===== src/shared/dcs_consts.svh =====
// Offsets, field positions and reset values of the code staging registers
`ifndef DCS_CONSTS_SVH
`define DCS_CONSTS_SVH

// ==========================================================
// Register offsets
`define DCS_ADDR_FAST_MASK        8'h28
`define DCS_ADDR_FAST_ACTIVE      8'h29
`define DCS_ADDR_FAST_ACT_PAGE    8'h2d
`define DCS_ADDR_FAST_SELECT      8'h2f
`define DCS_ADDR_FAST_IN_PAGE     8'h30
`define DCS_ADDR_FAST_SOFT_LOAD   8'h32
`define DCS_ADDR_FAST_STAGED      8'h33
`define DCS_ADDR_PREC_MASK        8'h37
`define DCS_ADDR_PREC_ACTIVE      8'h38
`define DCS_ADDR_PREC_ACT_PAGE    8'h3e
`define DCS_ADDR_PREC_SELECT      8'h41
`define DCS_ADDR_PREC_IN_PAGE     8'h42
`define DCS_ADDR_PREC_SOFT_LOAD   8'h45
`define DCS_ADDR_PREC_STAGED      8'h46

// ==========================================================
// Field positions
`define DCS_SEL_BIT               0
`define DCS_TRIG_BIT              0
`define DCS_MASK_BIT              0
`define DCS_FAST_MSB              15
`define DCS_FAST_LSB              0
`define DCS_PREC_MSB              23
`define DCS_PREC_LSB              8

// ==========================================================
// Reset values
`define DCS_CODE_RST              16'h0000
`define DCS_BIT_RST               1'h0
`define DCS_WORD_RST              24'h000000
`define DCS_PIN_IDLE              1'h1

`endif


===== src/shared/dcs_pkg.sv =====
// Types shared by the code staging register files
package dcs_pkg;
   typedef logic [15:0] dcs_code_t;
   typedef logic [23:0] dcs_word_t;
   typedef logic [7:0]  dcs_addr_t;
endpackage


===== src/rtl/dcs_regs.sv =====
// Code staging registers: pages, staged and active codes, load triggers
// Operation
// - Fast select set copies page writes to channel
// - Fast input page copies into staged code
// - Precision active page copies into active code
// - Precision select set forwards page writes
// - Fast soft load one moves staged to active
// - Soft load bit self clears, reads zero
// - Unmasked precision pin assertion loads active code
// - Masked precision pin assertion is ignored
// - Precision active code in 23:8, resets zero
// - Fast staged code feeds the pin load and soft load paths
// - Fast select register resets to zero
// - Fast active page copies into active code
// - Precision soft load one moves staged to active
// - Fast active code holds live code, resets zero
// - Precision staged code in 23:8, resets zero
`timescale 1ns/1ps
`include "dcs_consts.svh"

module dcs_regs
   import dcs_pkg::*;
(
   input  wire logic      clk_in,
   input  wire logic      rstn_in,
   input  wire dcs_addr_t reg_addr_in,
   input  wire dcs_word_t reg_wdata_in,
   input  wire logic      reg_wr_in,
   input  wire logic      reg_rd_in,
   output dcs_word_t      reg_rdata_out,
   input  wire logic      load_code_pin_n_in,
   output dcs_code_t      fast_code_out,
   output dcs_code_t      precision_code_out
);

   // ==========================================================
   // Register state
   logic      fast_copy_select;
   logic      fast_load_pin_mask;
   dcs_code_t fast_input_page;
   dcs_code_t fast_active_page;
   dcs_code_t fast_staged_code;
   dcs_code_t fast_active_code;
   logic      precision_copy_select;
   logic      precision_load_pin_mask;
   dcs_code_t precision_input_page;
   dcs_code_t precision_active_page;
   dcs_code_t precision_staged_code;
   dcs_code_t precision_active_code;

   logic      next_fast_copy_select;
   logic      next_fast_load_pin_mask;
   dcs_code_t next_fast_input_page;
   dcs_code_t next_fast_active_page;
   dcs_code_t next_fast_staged_code;
   dcs_code_t next_fast_active_code;
   logic      next_precision_copy_select;
   logic      next_precision_load_pin_mask;
   dcs_code_t next_precision_input_page;
   dcs_code_t next_precision_active_page;
   dcs_code_t next_precision_staged_code;
   dcs_code_t next_precision_active_code;
   dcs_word_t next_rdata;

   logic      pin_load;
   logic      wr_fast;
   logic      wr_prec;
   dcs_code_t wr_prec_code;

   // ==========================================================
   // Load pin
   dcs_pin_sync u_pin_sync (
      .clk_in           (clk_in),
      .rstn_in          (rstn_in),
      .pin_n_in         (load_code_pin_n_in),
      .assert_pulse_out (pin_load)
   );

   assign wr_fast      = reg_wr_in;
   assign wr_prec      = reg_wr_in;
   // Only 23:8 of a precision word is code; low byte dropped on write
   assign wr_prec_code = reg_wdata_in[`DCS_PREC_MSB:`DCS_PREC_LSB];

   // ==========================================================
   // Fast mode next state
   always_comb begin
      next_fast_copy_select   = fast_copy_select;
      next_fast_load_pin_mask = fast_load_pin_mask;
      next_fast_input_page    = fast_input_page;
      next_fast_active_page   = fast_active_page;
      next_fast_staged_code   = fast_staged_code;
      next_fast_active_code   = fast_active_code;
      // Loads first, so a host write in the same cycle takes precedence
      if (pin_load && !fast_load_pin_mask) begin
         next_fast_active_code = fast_staged_code;
      end
      if (wr_fast) begin
         unique case (reg_addr_in)
            `DCS_ADDR_FAST_SELECT: begin
               next_fast_copy_select = reg_wdata_in[`DCS_SEL_BIT];
            end
            `DCS_ADDR_FAST_MASK: begin
               next_fast_load_pin_mask = reg_wdata_in[`DCS_MASK_BIT];
            end
            `DCS_ADDR_FAST_IN_PAGE: begin
               next_fast_input_page = reg_wdata_in[`DCS_FAST_MSB:`DCS_FAST_LSB];
               if (fast_copy_select) begin
                  next_fast_staged_code = reg_wdata_in[`DCS_FAST_MSB:`DCS_FAST_LSB];
               end
            end
            `DCS_ADDR_FAST_ACT_PAGE: begin
               next_fast_active_page = reg_wdata_in[`DCS_FAST_MSB:`DCS_FAST_LSB];
               if (fast_copy_select) begin
                  next_fast_active_code = reg_wdata_in[`DCS_FAST_MSB:`DCS_FAST_LSB];
               end
            end
            `DCS_ADDR_FAST_SOFT_LOAD: begin
               if (reg_wdata_in[`DCS_TRIG_BIT]) begin
                  next_fast_active_code = fast_staged_code;
               end
            end
            `DCS_ADDR_FAST_STAGED: begin
               next_fast_staged_code = reg_wdata_in[`DCS_FAST_MSB:`DCS_FAST_LSB];
            end
            `DCS_ADDR_FAST_ACTIVE: begin
               next_fast_active_code = reg_wdata_in[`DCS_FAST_MSB:`DCS_FAST_LSB];
            end
            default: begin
            end
         endcase
      end
   end

   // ==========================================================
   // Precision mode next state
   always_comb begin
      next_precision_copy_select   = precision_copy_select;
      next_precision_load_pin_mask = precision_load_pin_mask;
      next_precision_input_page    = precision_input_page;
      next_precision_active_page   = precision_active_page;
      next_precision_staged_code   = precision_staged_code;
      next_precision_active_code   = precision_active_code;
      if (pin_load && !precision_load_pin_mask) begin
         next_precision_active_code = precision_staged_code;
      end
      if (wr_prec) begin
         unique case (reg_addr_in)
            `DCS_ADDR_PREC_SELECT: begin
               next_precision_copy_select = reg_wdata_in[`DCS_SEL_BIT];
            end
            `DCS_ADDR_PREC_MASK: begin
               next_precision_load_pin_mask = reg_wdata_in[`DCS_MASK_BIT];
            end
            `DCS_ADDR_PREC_IN_PAGE: begin
               next_precision_input_page = wr_prec_code;
               if (precision_copy_select) begin
                  next_precision_staged_code = wr_prec_code;
               end
            end
            `DCS_ADDR_PREC_ACT_PAGE: begin
               next_precision_active_page = wr_prec_code;
               if (precision_copy_select) begin
                  next_precision_active_code = wr_prec_code;
               end
            end
            `DCS_ADDR_PREC_SOFT_LOAD: begin
               if (reg_wdata_in[`DCS_TRIG_BIT]) begin
                  next_precision_active_code = precision_staged_code;
               end
            end
            `DCS_ADDR_PREC_STAGED: begin
               next_precision_staged_code = wr_prec_code;
            end
            `DCS_ADDR_PREC_ACTIVE: begin
               next_precision_active_code = wr_prec_code;
            end
            default: begin
            end
         endcase
      end
   end

   // ==========================================================
   // Read mux, registered; unmapped offsets answer zero
   always_comb begin
      next_rdata = `DCS_WORD_RST;
      if (reg_rd_in) begin
         unique case (reg_addr_in)
            `DCS_ADDR_FAST_SELECT:
               next_rdata[`DCS_SEL_BIT] = fast_copy_select;
            `DCS_ADDR_FAST_MASK:
               next_rdata[`DCS_MASK_BIT] = fast_load_pin_mask;
            `DCS_ADDR_FAST_IN_PAGE:
               next_rdata[`DCS_FAST_MSB:`DCS_FAST_LSB] = fast_input_page;
            `DCS_ADDR_FAST_ACT_PAGE:
               next_rdata[`DCS_FAST_MSB:`DCS_FAST_LSB] = fast_active_page;
            `DCS_ADDR_FAST_STAGED:
               next_rdata[`DCS_FAST_MSB:`DCS_FAST_LSB] = fast_staged_code;
            `DCS_ADDR_FAST_ACTIVE:
               next_rdata[`DCS_FAST_MSB:`DCS_FAST_LSB] = fast_active_code;
            `DCS_ADDR_PREC_SELECT:
               next_rdata[`DCS_SEL_BIT] = precision_copy_select;
            `DCS_ADDR_PREC_MASK:
               next_rdata[`DCS_MASK_BIT] = precision_load_pin_mask;
            `DCS_ADDR_PREC_IN_PAGE:
               next_rdata[`DCS_PREC_MSB:`DCS_PREC_LSB] = precision_input_page;
            `DCS_ADDR_PREC_ACT_PAGE:
               next_rdata[`DCS_PREC_MSB:`DCS_PREC_LSB] = precision_active_page;
            `DCS_ADDR_PREC_STAGED:
               next_rdata[`DCS_PREC_MSB:`DCS_PREC_LSB] = precision_staged_code;
            `DCS_ADDR_PREC_ACTIVE:
               next_rdata[`DCS_PREC_MSB:`DCS_PREC_LSB] = precision_active_code;
            // Trigger bits are never stored, so they read back as zero
            default:
               next_rdata = `DCS_WORD_RST;
         endcase
      end
   end

   // ==========================================================
   // Registers
   always_ff @(posedge clk_in) begin
      if (!rstn_in) begin
         fast_copy_select        <= `DCS_BIT_RST;
         fast_load_pin_mask      <= `DCS_BIT_RST;
         fast_input_page         <= `DCS_CODE_RST;
         fast_active_page        <= `DCS_CODE_RST;
         fast_staged_code        <= `DCS_CODE_RST;
         fast_active_code        <= `DCS_CODE_RST;
         precision_copy_select   <= `DCS_BIT_RST;
         precision_load_pin_mask <= `DCS_BIT_RST;
         precision_input_page    <= `DCS_CODE_RST;
         precision_active_page   <= `DCS_CODE_RST;
         precision_staged_code   <= `DCS_CODE_RST;
         precision_active_code   <= `DCS_CODE_RST;
         reg_rdata_out           <= `DCS_WORD_RST;
      end else begin
         fast_copy_select        <= next_fast_copy_select;
         fast_load_pin_mask      <= next_fast_load_pin_mask;
         fast_input_page         <= next_fast_input_page;
         fast_active_page        <= next_fast_active_page;
         fast_staged_code        <= next_fast_staged_code;
         fast_active_code        <= next_fast_active_code;
         precision_copy_select   <= next_precision_copy_select;
         precision_load_pin_mask <= next_precision_load_pin_mask;
         precision_input_page    <= next_precision_input_page;
         precision_active_page   <= next_precision_active_page;
         precision_staged_code   <= next_precision_staged_code;
         precision_active_code   <= next_precision_active_code;
         reg_rdata_out           <= next_rdata;
      end
   end

   assign fast_code_out      = fast_active_code;
   assign precision_code_out = precision_active_code;

endmodule


===== src/rtl/dcs_pin_sync.sv =====
// Three-stage synchroniser and assertion detector for the active-low load pin
`timescale 1ns/1ps
`include "dcs_consts.svh"

module dcs_pin_sync
   import dcs_pkg::*;
(
   input  wire logic clk_in,
   input  wire logic rstn_in,
   input  wire logic pin_n_in,
   output logic      assert_pulse_out
);

   // ==========================================================
   // State
   logic ff1;
   logic ff2;
   logic ff3;
   logic level;
   logic next_level;
   logic next_pulse;

   // ==========================================================
   // Filter: level moves only when stages two and three agree
   always_comb begin
      next_level = level;
      if (ff2 == ff3) begin
         next_level = ff3;
      end
      next_pulse = level & ~next_level;
   end

   always_ff @(posedge clk_in) begin
      if (!rstn_in) begin
         ff1              <= `DCS_PIN_IDLE;
         ff2              <= `DCS_PIN_IDLE;
         ff3              <= `DCS_PIN_IDLE;
         level            <= `DCS_PIN_IDLE;
         assert_pulse_out <= `DCS_BIT_RST;
      end else begin
         ff1              <= pin_n_in;
         ff2              <= ff1;
         ff3              <= ff2;
         level            <= next_level;
         assert_pulse_out <= next_pulse;
      end
   end

endmodule


===== config.mk =====
export PLATFORM = sky130hd
export DESIGN_NAME = dcs_regs
export DESIGN_NICKNAME = d
export VERILOG_FILES = /design/src/shared/dcs_pkg.sv /design/src/rtl/dcs_regs.sv /design/src/rtl/dcs_pin_sync.sv
export VERILOG_INCLUDE_DIRS = /design/src /design/src/shared
export SDC_FILE = /design/constraint.sdc
export NUM_CORES = 1
export LEC_CHECK = 0
export ABC_CLOCK_PERIOD_IN_PS = 1840
export BUFFER_PORTS_ARGS = -buffer_cell sky130_fd_sc_hd__buf_2
export CAP_MARGIN = 0
export CORE_MARGIN = 2
export CORE_UTILIZATION = 52
export CTS_CLUSTER_DIAMETER = 50
export DETAILED_ROUTE_END_ITERATION = 16
export GPL_TIMING_DRIVEN = 1
export PLACE_DENSITY_LB_ADDON = 0.3
export SLEW_MARGIN = 10
export SYNTH_ARGS = -nofsm -noshare
export SYNTH_HDL_FRONTEND = slang
export SYNTH_SLANG_ARGS = --single-unit
export TNS_END_PERCENT = 100

===== constraint.sdc =====
create_clock -name clk_in -period 1.84 [get_ports clk_in]
set_input_delay 0.092 -clock clk_in [delete_from_list [all_inputs] [get_ports clk_in]]
set_output_delay 0.092 -clock clk_in [all_outputs]
set_load 0.01 [all_outputs]

==> results of run 1 <==
## worst max-delay path: cells and delay by family, from the launching register on
family	cells	cell delay (ns)
flops	1	0.33
simple gates	2	0.53
mux	1	0.39
compound gates	2	0.29
## routing by layer
metal	GRT usage	up-vias	routed length (um)	share of wire
li1	-	3313	-	-
met1	0.4214	3403	9679	0.43
met2	0.4598	367	10440	0.47
met3	0.06639	34	1909	0.085
met4	0.08665	0	359	0.016
met5	0	-	0	0
## flip-flops by register name (all words and copies together), names as in the netlist, 16 cells and up
signal,count
reg_rdata_out,24
fast_active_page,16
fast_code_out,16
fast_input_page,16
fast_staged_code,16
precision_active_page,16
precision_code_out,16
precision_input_page,16
precision_staged_code,16
## worst min-delay path by stage
stage,to,startpoint,slack (ns),depth (start not counted)
after floorplan,u_pin_sync.ff1,load_code_pin_n_in,0.19,1
after global placement,u_pin_sync.ff1,load_code_pin_n_in,0.28,2
after detailed placement,u_pin_sync.ff1,load_code_pin_n_in,0.28,2
after CTS,precision_input_page[0],reg_wdata_in[8],0.0007,3
after global routing,precision_input_page[0],reg_wdata_in[8],0.01,3
final,precision_input_page[0],reg_wdata_in[8],0.02,3
## report_power, final
group | internal [mW] | total [mW] | leakage, nW | switching [mW]
sequential | 3.49 | 3.49 | 1.30 | 0.00376
combinational | 0.152 | 0.382 | 2.02 | 0.231
clock | 1.81 | 3.27 | 0.257 | 1.46
total | 5.45 | 7.15 | 3.58 | 1.70
## area by class of cell
cell class	count	area [um2]
timing repair buffer	181	1381
tap	180	225.2
fill	1120	4717
multi-input combinational	611	3830
sequential	161	3223
inverter	4	15.01
clock inverter	11	82.58
clock buffer	21	460.4
## cells by family (layout without fill, tap and decap cells)
| kind of cell | Yosys count | after routing | synth area share |
|---|---|---|---|
| compound gates | 226 | 226 | 0.2083 |
| buf+inv | 78 | 217 | 0.05250 |
| flops | 161 | 161 | 0.4335 |
| mux | 94 | 94 | 0.1324 |
| simple gates | 291 | 291 | 0.1733 |
## timing repair
action	CTS	global route
hold buffers	26	0
endpoints found under the setup margin	13	0
endpoints found under the hold margin	70	0
resized for setup	2	0
## layout by cell type, fill, tap and decap left out, types with 3 or more instances in the layout
| master | netlist | routed |
|---|---|---|
| nor3_4 | 3 | 3 |
| a21oi_1 | 100 | 100 |
| a222oi_1 | 20 | 20 |
| a221oi_1 | 9 | 9 |
| clkinvlp_4 | 0 | 4 |
| nand2_1 | 186 | 186 |
| clkinv_2 | 0 | 3 |
| dlygate4sd3_1 | 0 | 26 |
| and3_1 | 9 | 9 |
| nor3_1 | 6 | 6 |
| nand3_1 | 10 | 10 |
| o21ai_0 | 9 | 9 |
| dfxtp_1 | 161 | 161 |
| buf_12 | 0 | 15 |
| mux2i_1 | 59 | 59 |
| nor2_1 | 43 | 42 |
| a31oi_1 | 7 | 7 |
| inv_1 | 3 | 3 |
| clkbuf_16 | 0 | 17 |
| buf_4 | 3 | 48 |
| o22ai_1 | 18 | 18 |
| and2_1 | 4 | 4 |
| buf_2 | 26 | 92 |
| nor2b_1 | 4 | 4 |
| nor4_1 | 3 | 3 |
| nand2b_1 | 7 | 7 |
| o22ai_2 | 10 | 10 |
| mux2_2 | 35 | 35 |
| or3_1 | 3 | 3 |
| a22oi_1 | 33 | 33 |
## per-stage QoR
stage | hold slack, ns | setup WS (ns)
after floorplan | 0.1935 | 0.07046
after global placement | 0.2785 | -0.2846
after detailed placement | 0.2785 | -0.3744
after CTS | 0.0007241 | 0.1633
after global routing | 0.01202 | 0.05161
final | 0.01568 | 0.1651
==> reports/results.ini, run 1 <==
[status]
status = finished clean

[clock_tree]
cts_setup_buffers = 0
root_buffer = clkbuf_16
clock_sinks = 161
htreeDepth = 4
cts_tree = yes
cts_made_buffers = 17
cts.clk_slew.worst_paths_ns = 0.06
cts_max_path_buffers = 2
clock_latency_ns = 0.43

[pwr]
total_power_mw = 7.147
p_per_area_mw_per_mm2 = 775.3
vdd_drop_max_v = 0.0007529
p_leak_nw = 3.578

[setup_path]
required_ns = 2.14
cp_slowest_stage_delay_ns = 0.39
worstSetupStartpointType = register
cp-end-kind = register
reg2reg_from = u_pin_sync.assert_pulse_out
critPathMaxFanout = 13
r2r_cells = 5
cp.arrival_ns = 1.98
reg2reg_slack_ns = 0.17
critPathKind = reg -> reg
rr_endpoint = fast_code_out[7]
worst_path_max_delay_cell = mux2_2
path_cells = nor2b_1 > nor2_4 > mux2_2 > a22oi_1 > o22ai_1
cp-startpoint = u_pin_sync.assert_pulse_out
worstSetupEndpoint = fast_code_out[7]

[synth]
synth_warnings = 0
async_reset_ff_frac = 0
synth_ff_type = dfxtp_1
syn_area_mm2 = 0.007436
ys_types = 56
synth_largest_area_cell = dfxtp_1
syn_area_per_cell_um2 = 8.748
syn_nets = 887
synth.most_common_cell = nand2_1
syn_inst = 850
yosysSeqAreaShare = 0.4335
synth-seq-cells = 161
synth_edf_count = 0
synth_area_leaders = dfxtp_1 (43%), nand2_1 (9.4%), mux2i_1 (7.9%), a21oi_1 (6.7%), mux2_2 (5.3%)
synth_top_area_frac = 0.4335
yosys-top-cells-count = nand2_1 (186), dfxtp_1 (161), a21oi_1 (100), mux2i_1 (59), nor2_1 (43)

[global_routing]
grt_max_degree = 74
track_usage = 0.2989
grt_pass1_vias = 6563
grt_pass1_wl_um = 34940
grt-ovfl-total = 0
antenna_found_initial = 0

[floorplan]
initial_core_util = 0.5336
die_area_mm2 = 0.01527
ios = 93
fp.dieW_um = 123.6
fp.coreArea_mm2 = 0.01393
die_y_um = 123.6
fp-row-count = 43

[place]
dp.cells = 1111
post-dp-hpwl_um = 14720
port_buffers = 92
placed_area_mm2 = 0.008407
gp_congestion = 0.8394

[layout]
diodes = 0
final_core_util = 0.6615
nets = 1013
final_cells = 1169
syn_to_final_growth_pct = 23.96
postLayoutCellArea_mm2 = 0.009218
drive_above_1_share = 0.2467

[routing]
drt_iter0_drc = 847
drc = 0
routedWlPerCell_um = 19.15
dr_total_vias = 7117
first_pass_iters = 8
avgViaCountPerCell = 6.088
antenna_left = 0
wl_um = 22390

[hold_path]
hp-class = in -> reg

[timing]
fin_tns_setup_ns = 0
rsz0062_at_grt = false
post-route-period-util = 0.9103
slew_headroom = 0.6611
layout_min_cycle_time_ns = 1.675
hold_viol_final = 0
setup_violations = 0
worstMarginPinSlew_ns = 0.5084
skew_ns = 0.006951
drv_slew = 0
fmax_mhz = 597.1

[job]
cap_violations = 0

Power figures use the tool's default switching activity.
==> inputs of run 2 (changes only) <==
Settings changed: ABC_AREA set to 1, CORE_UTILIZATION 52 to 54.
==> run 2 against run 1 <==
  * Count of clock-buffer cells in the layout down 2
  * Power up 12%
  * Critical path type unchanged
  * Critical path depth up 4
  * Sequential power about the same
  * Synthesized cell count up 71%
==> reports/results.ini, run 2 <==
[setup_path]
r2r_cells = 9  ; +4
cp-end-kind = register
cp.arrival_ns = 1.97  ; about the same
critPathKind = reg -> reg
critPathMaxFanout = 16  ; +3
worstSetupStartpointType = register
required_ns = 2.21  ; +0.07 ns

[floorplan]
ios = 93  ; unchanged
die_y_um = 133.3  ; +7.9%
fp.coreArea_mm2 = 0.01647  ; +18%
fp.dieW_um = 133.3  ; +7.9%
fp-row-count = 47  ; +9.3%
initial_core_util = 0.5486  ; +0.01493
die_area_mm2 = 0.01778  ; +16%

[layout]
register_area_mm2 = 0.003223  ; unchanged
multi_input_area_mm2 = 0.004979  ; +30%
diodes = 0  ; unchanged
most-common-layout-cells = nand2_1 (409), nand3_1 (233), nor2_1 (180)
drive_above_1_share = 0.1466  ; -0.1001
largest_reg_flops = 24  ; unchanged
nets = 1586  ; +57%
top_register = reg_rdata_out
final_common_cell = nand2_1
fill_cells = 1503  ; +34%
syn_to_final_growth_pct = 17.61

[place]
gp_congestion = 0.9101  ; +8.4%
port_buffers = 92  ; unchanged
post-dp-hpwl_um = 19010  ; +29%

[synth]
synth_top_area_frac = 0.3568  ; -0.07661
synth_warnings = 0  ; unchanged
syn_area_mm2 = 0.009032  ; +21%
syn_area_per_cell_um2 = 6.199  ; -29%
yosysSeqAreaShare = 0.3568  ; -0.07661
yosys-top-cells-count = nand2_1 (409), nand3_1 (233), nor2_1 (180), dfxtp_1 (161), inv_1 (107)
synth_ff_type = dfxtp_1
synth_edf_count = 0  ; unchanged
synth.most_common_cell = nand2_1
syn_nets = 1494  ; +68%
synth-seq-cells = 161  ; unchanged
async_reset_ff_frac = 0  ; unchanged
synth_largest_area_cell = dfxtp_1
ys_types = 27  ; -52%
synth_area_leaders = dfxtp_1 (36%), nand2_1 (17%), nand3_1 (13%), nor2_1 (7.5%), inv_1 (4.4%)
syn_inst = 1457  ; +71%

[timing]
drv_slew = 0  ; unchanged
fin_tns_setup_ns = 0  ; unchanged
fin_hold_ws_ns = 0.008917  ; -0.006766 ns
post-route-period-util = 0.8675  ; -0.04276
worstMarginPinSlew_ns = 0.6979  ; +0.1895 ns
setup_violations = 0  ; unchanged
layout_min_cycle_time_ns = 1.596  ; -0.07868 ns
skew_ns = 0.01183  ; +0.004880 ns
slew_headroom = 0.5330  ; -0.1280
hold_viol_final = 0  ; unchanged
fmax_mhz = 626.5  ; +4.9%
rsz0062_at_grt = false

[routing]
dr_total_vias = 10011  ; +41%
drt_iter0_drc = 1123  ; +33%
antenna_left = 0  ; unchanged
wl_um = 28740  ; +28%
avgViaCountPerCell = 5.618  ; -7.7%
drc = 0  ; unchanged
first_pass_iters = 6  ; -2
routedWlPerCell_um = 16.13  ; -16%

[job]
cap_violations = 0  ; unchanged

[clock_tree]
htreeDepth = 4  ; unchanged
cts_setup_buffers = 0  ; unchanged
clock_latency_ns = 0.44  ; about the same
cts.clk_slew.worst_paths_ns = 0.07  ; about the same
clock_sinks = 161  ; unchanged
cts_tree = yes
cts_max_path_buffers = 2  ; unchanged
root_buffer = clkbuf_16
cts_made_buffers = 17  ; unchanged

[pwr]
p_per_area_mw_per_mm2 = 755.4  ; -2.6%
p_leak_nw = 4.977  ; +39%
vdd_drop_max_v = 0.0006728  ; -11%

[hold_path]
hp-class = in -> reg
whs_path_depth = 3  ; unchanged

[global_routing]
track_usage = 0.3221  ; +0.02323
grt_pass1_wl_um = 46110  ; +32%
grt-ovfl-total = 0  ; unchanged
grt_pass1_vias = 9209  ; +40%
antenna_found_initial = 0  ; unchanged
grt_max_degree = 85  ; +15%

[status]
status = finished clean

==> run 2: changes by cell type after synthesis, moves of 59 or more <==
cell,previous run,this run
nor2_1,43,180
mux2i_1,59,0
nand3_1,10,233
nand2_1,186,409
inv_1,3,107
==> run 2: cell type report <==
cell class | instances | area share
Inverter | 120 | 0.04240
Tap cell | 220 | 0.02591
Sequential cell | 161 | 0.3034
Multi-Input combinational cell | 1093 | 0.4687
Clock buffer | 19 | 0.04264
Timing Repair Buffer | 156 | 0.09753
Clock inverter | 13 | 0.01943
==> run 2: timing repair <==
action / 4_1_cts / 5_1_grt
hold endpoints to repair: 22 / 0
resized for setup: 0 / 0
hold buffers: 13 / 0
setup endpoints to repair: 0 / 0
==> run 2: path summary, 6_finish.rpt <==
kind	start	to	slack, ns
min	reg_wdata_in[12]	precision_input_page[4]	0.009
min reg2reg	u_pin_sync.ff1	u_pin_sync.ff2	0.42
max reg2reg	precision_load_pin_mask	precision_code_out[8]	0.24
max	precision_load_pin_mask	precision_code_out[8]	0.24
==> run 2: logic make-up after synthesis <==
family	share of synthesized area
compound gates	0.08242
fa+ha+maj	0.001108
buf+inv	0.09198
flops	0.3568
simple gates	0.4677
==> run 2: metal layers <==
| layer | global-route usage | vias to the layer above | wire [um] |
|---|---|---|---|
| met1 | 0.4340 | 4478 | 12060 |
| met4 | 0.1466 | 0 | 830 |
| met3 | 0.05213 | 84 | 2740 |
| met2 | 0.5089 | 556 | 13110 |
| met5 | 0 | - | 0 |
| li1 | - | 4893 | - |
==> run 2: metrics by stage <==
stage                     setup WS, ns  power (mW)    util  std cells  instance area, um2
after floorplan                 0.4961       3.855       -       1457                9032
after global routing            0.1117       8.218  0.6451       1782               10620
after global placement          0.1360       4.054  0.5972       1737                9833
after CTS                       0.2589       8.005  0.6451       1782               10620
after detailed placement        0.1314       4.059  0.5972       1737                9833
final                           0.2438       8.024  0.6451       1782               10620
==> run 2: where the power goes <==
group	switching, mW	internal, mW	total [mW]
sequential	0.00899	3.50	3.51
combinational	0.356	0.158	0.514
clock	1.52	2.48	4.00
total	1.89	6.14	8.02
==> run 2: worst max-delay path: stages, from the launching register on <==
cell and delay (ns):
dfxtp_1 0.33, clkinv_1 0.27, nand2_1 0.14, buf_4 0.25
nand2_1 0.12, nand3_1 0.09, nand3_1 0.08, nand3_1 0.12
nor2_1 0.05, nor2_1 0.09
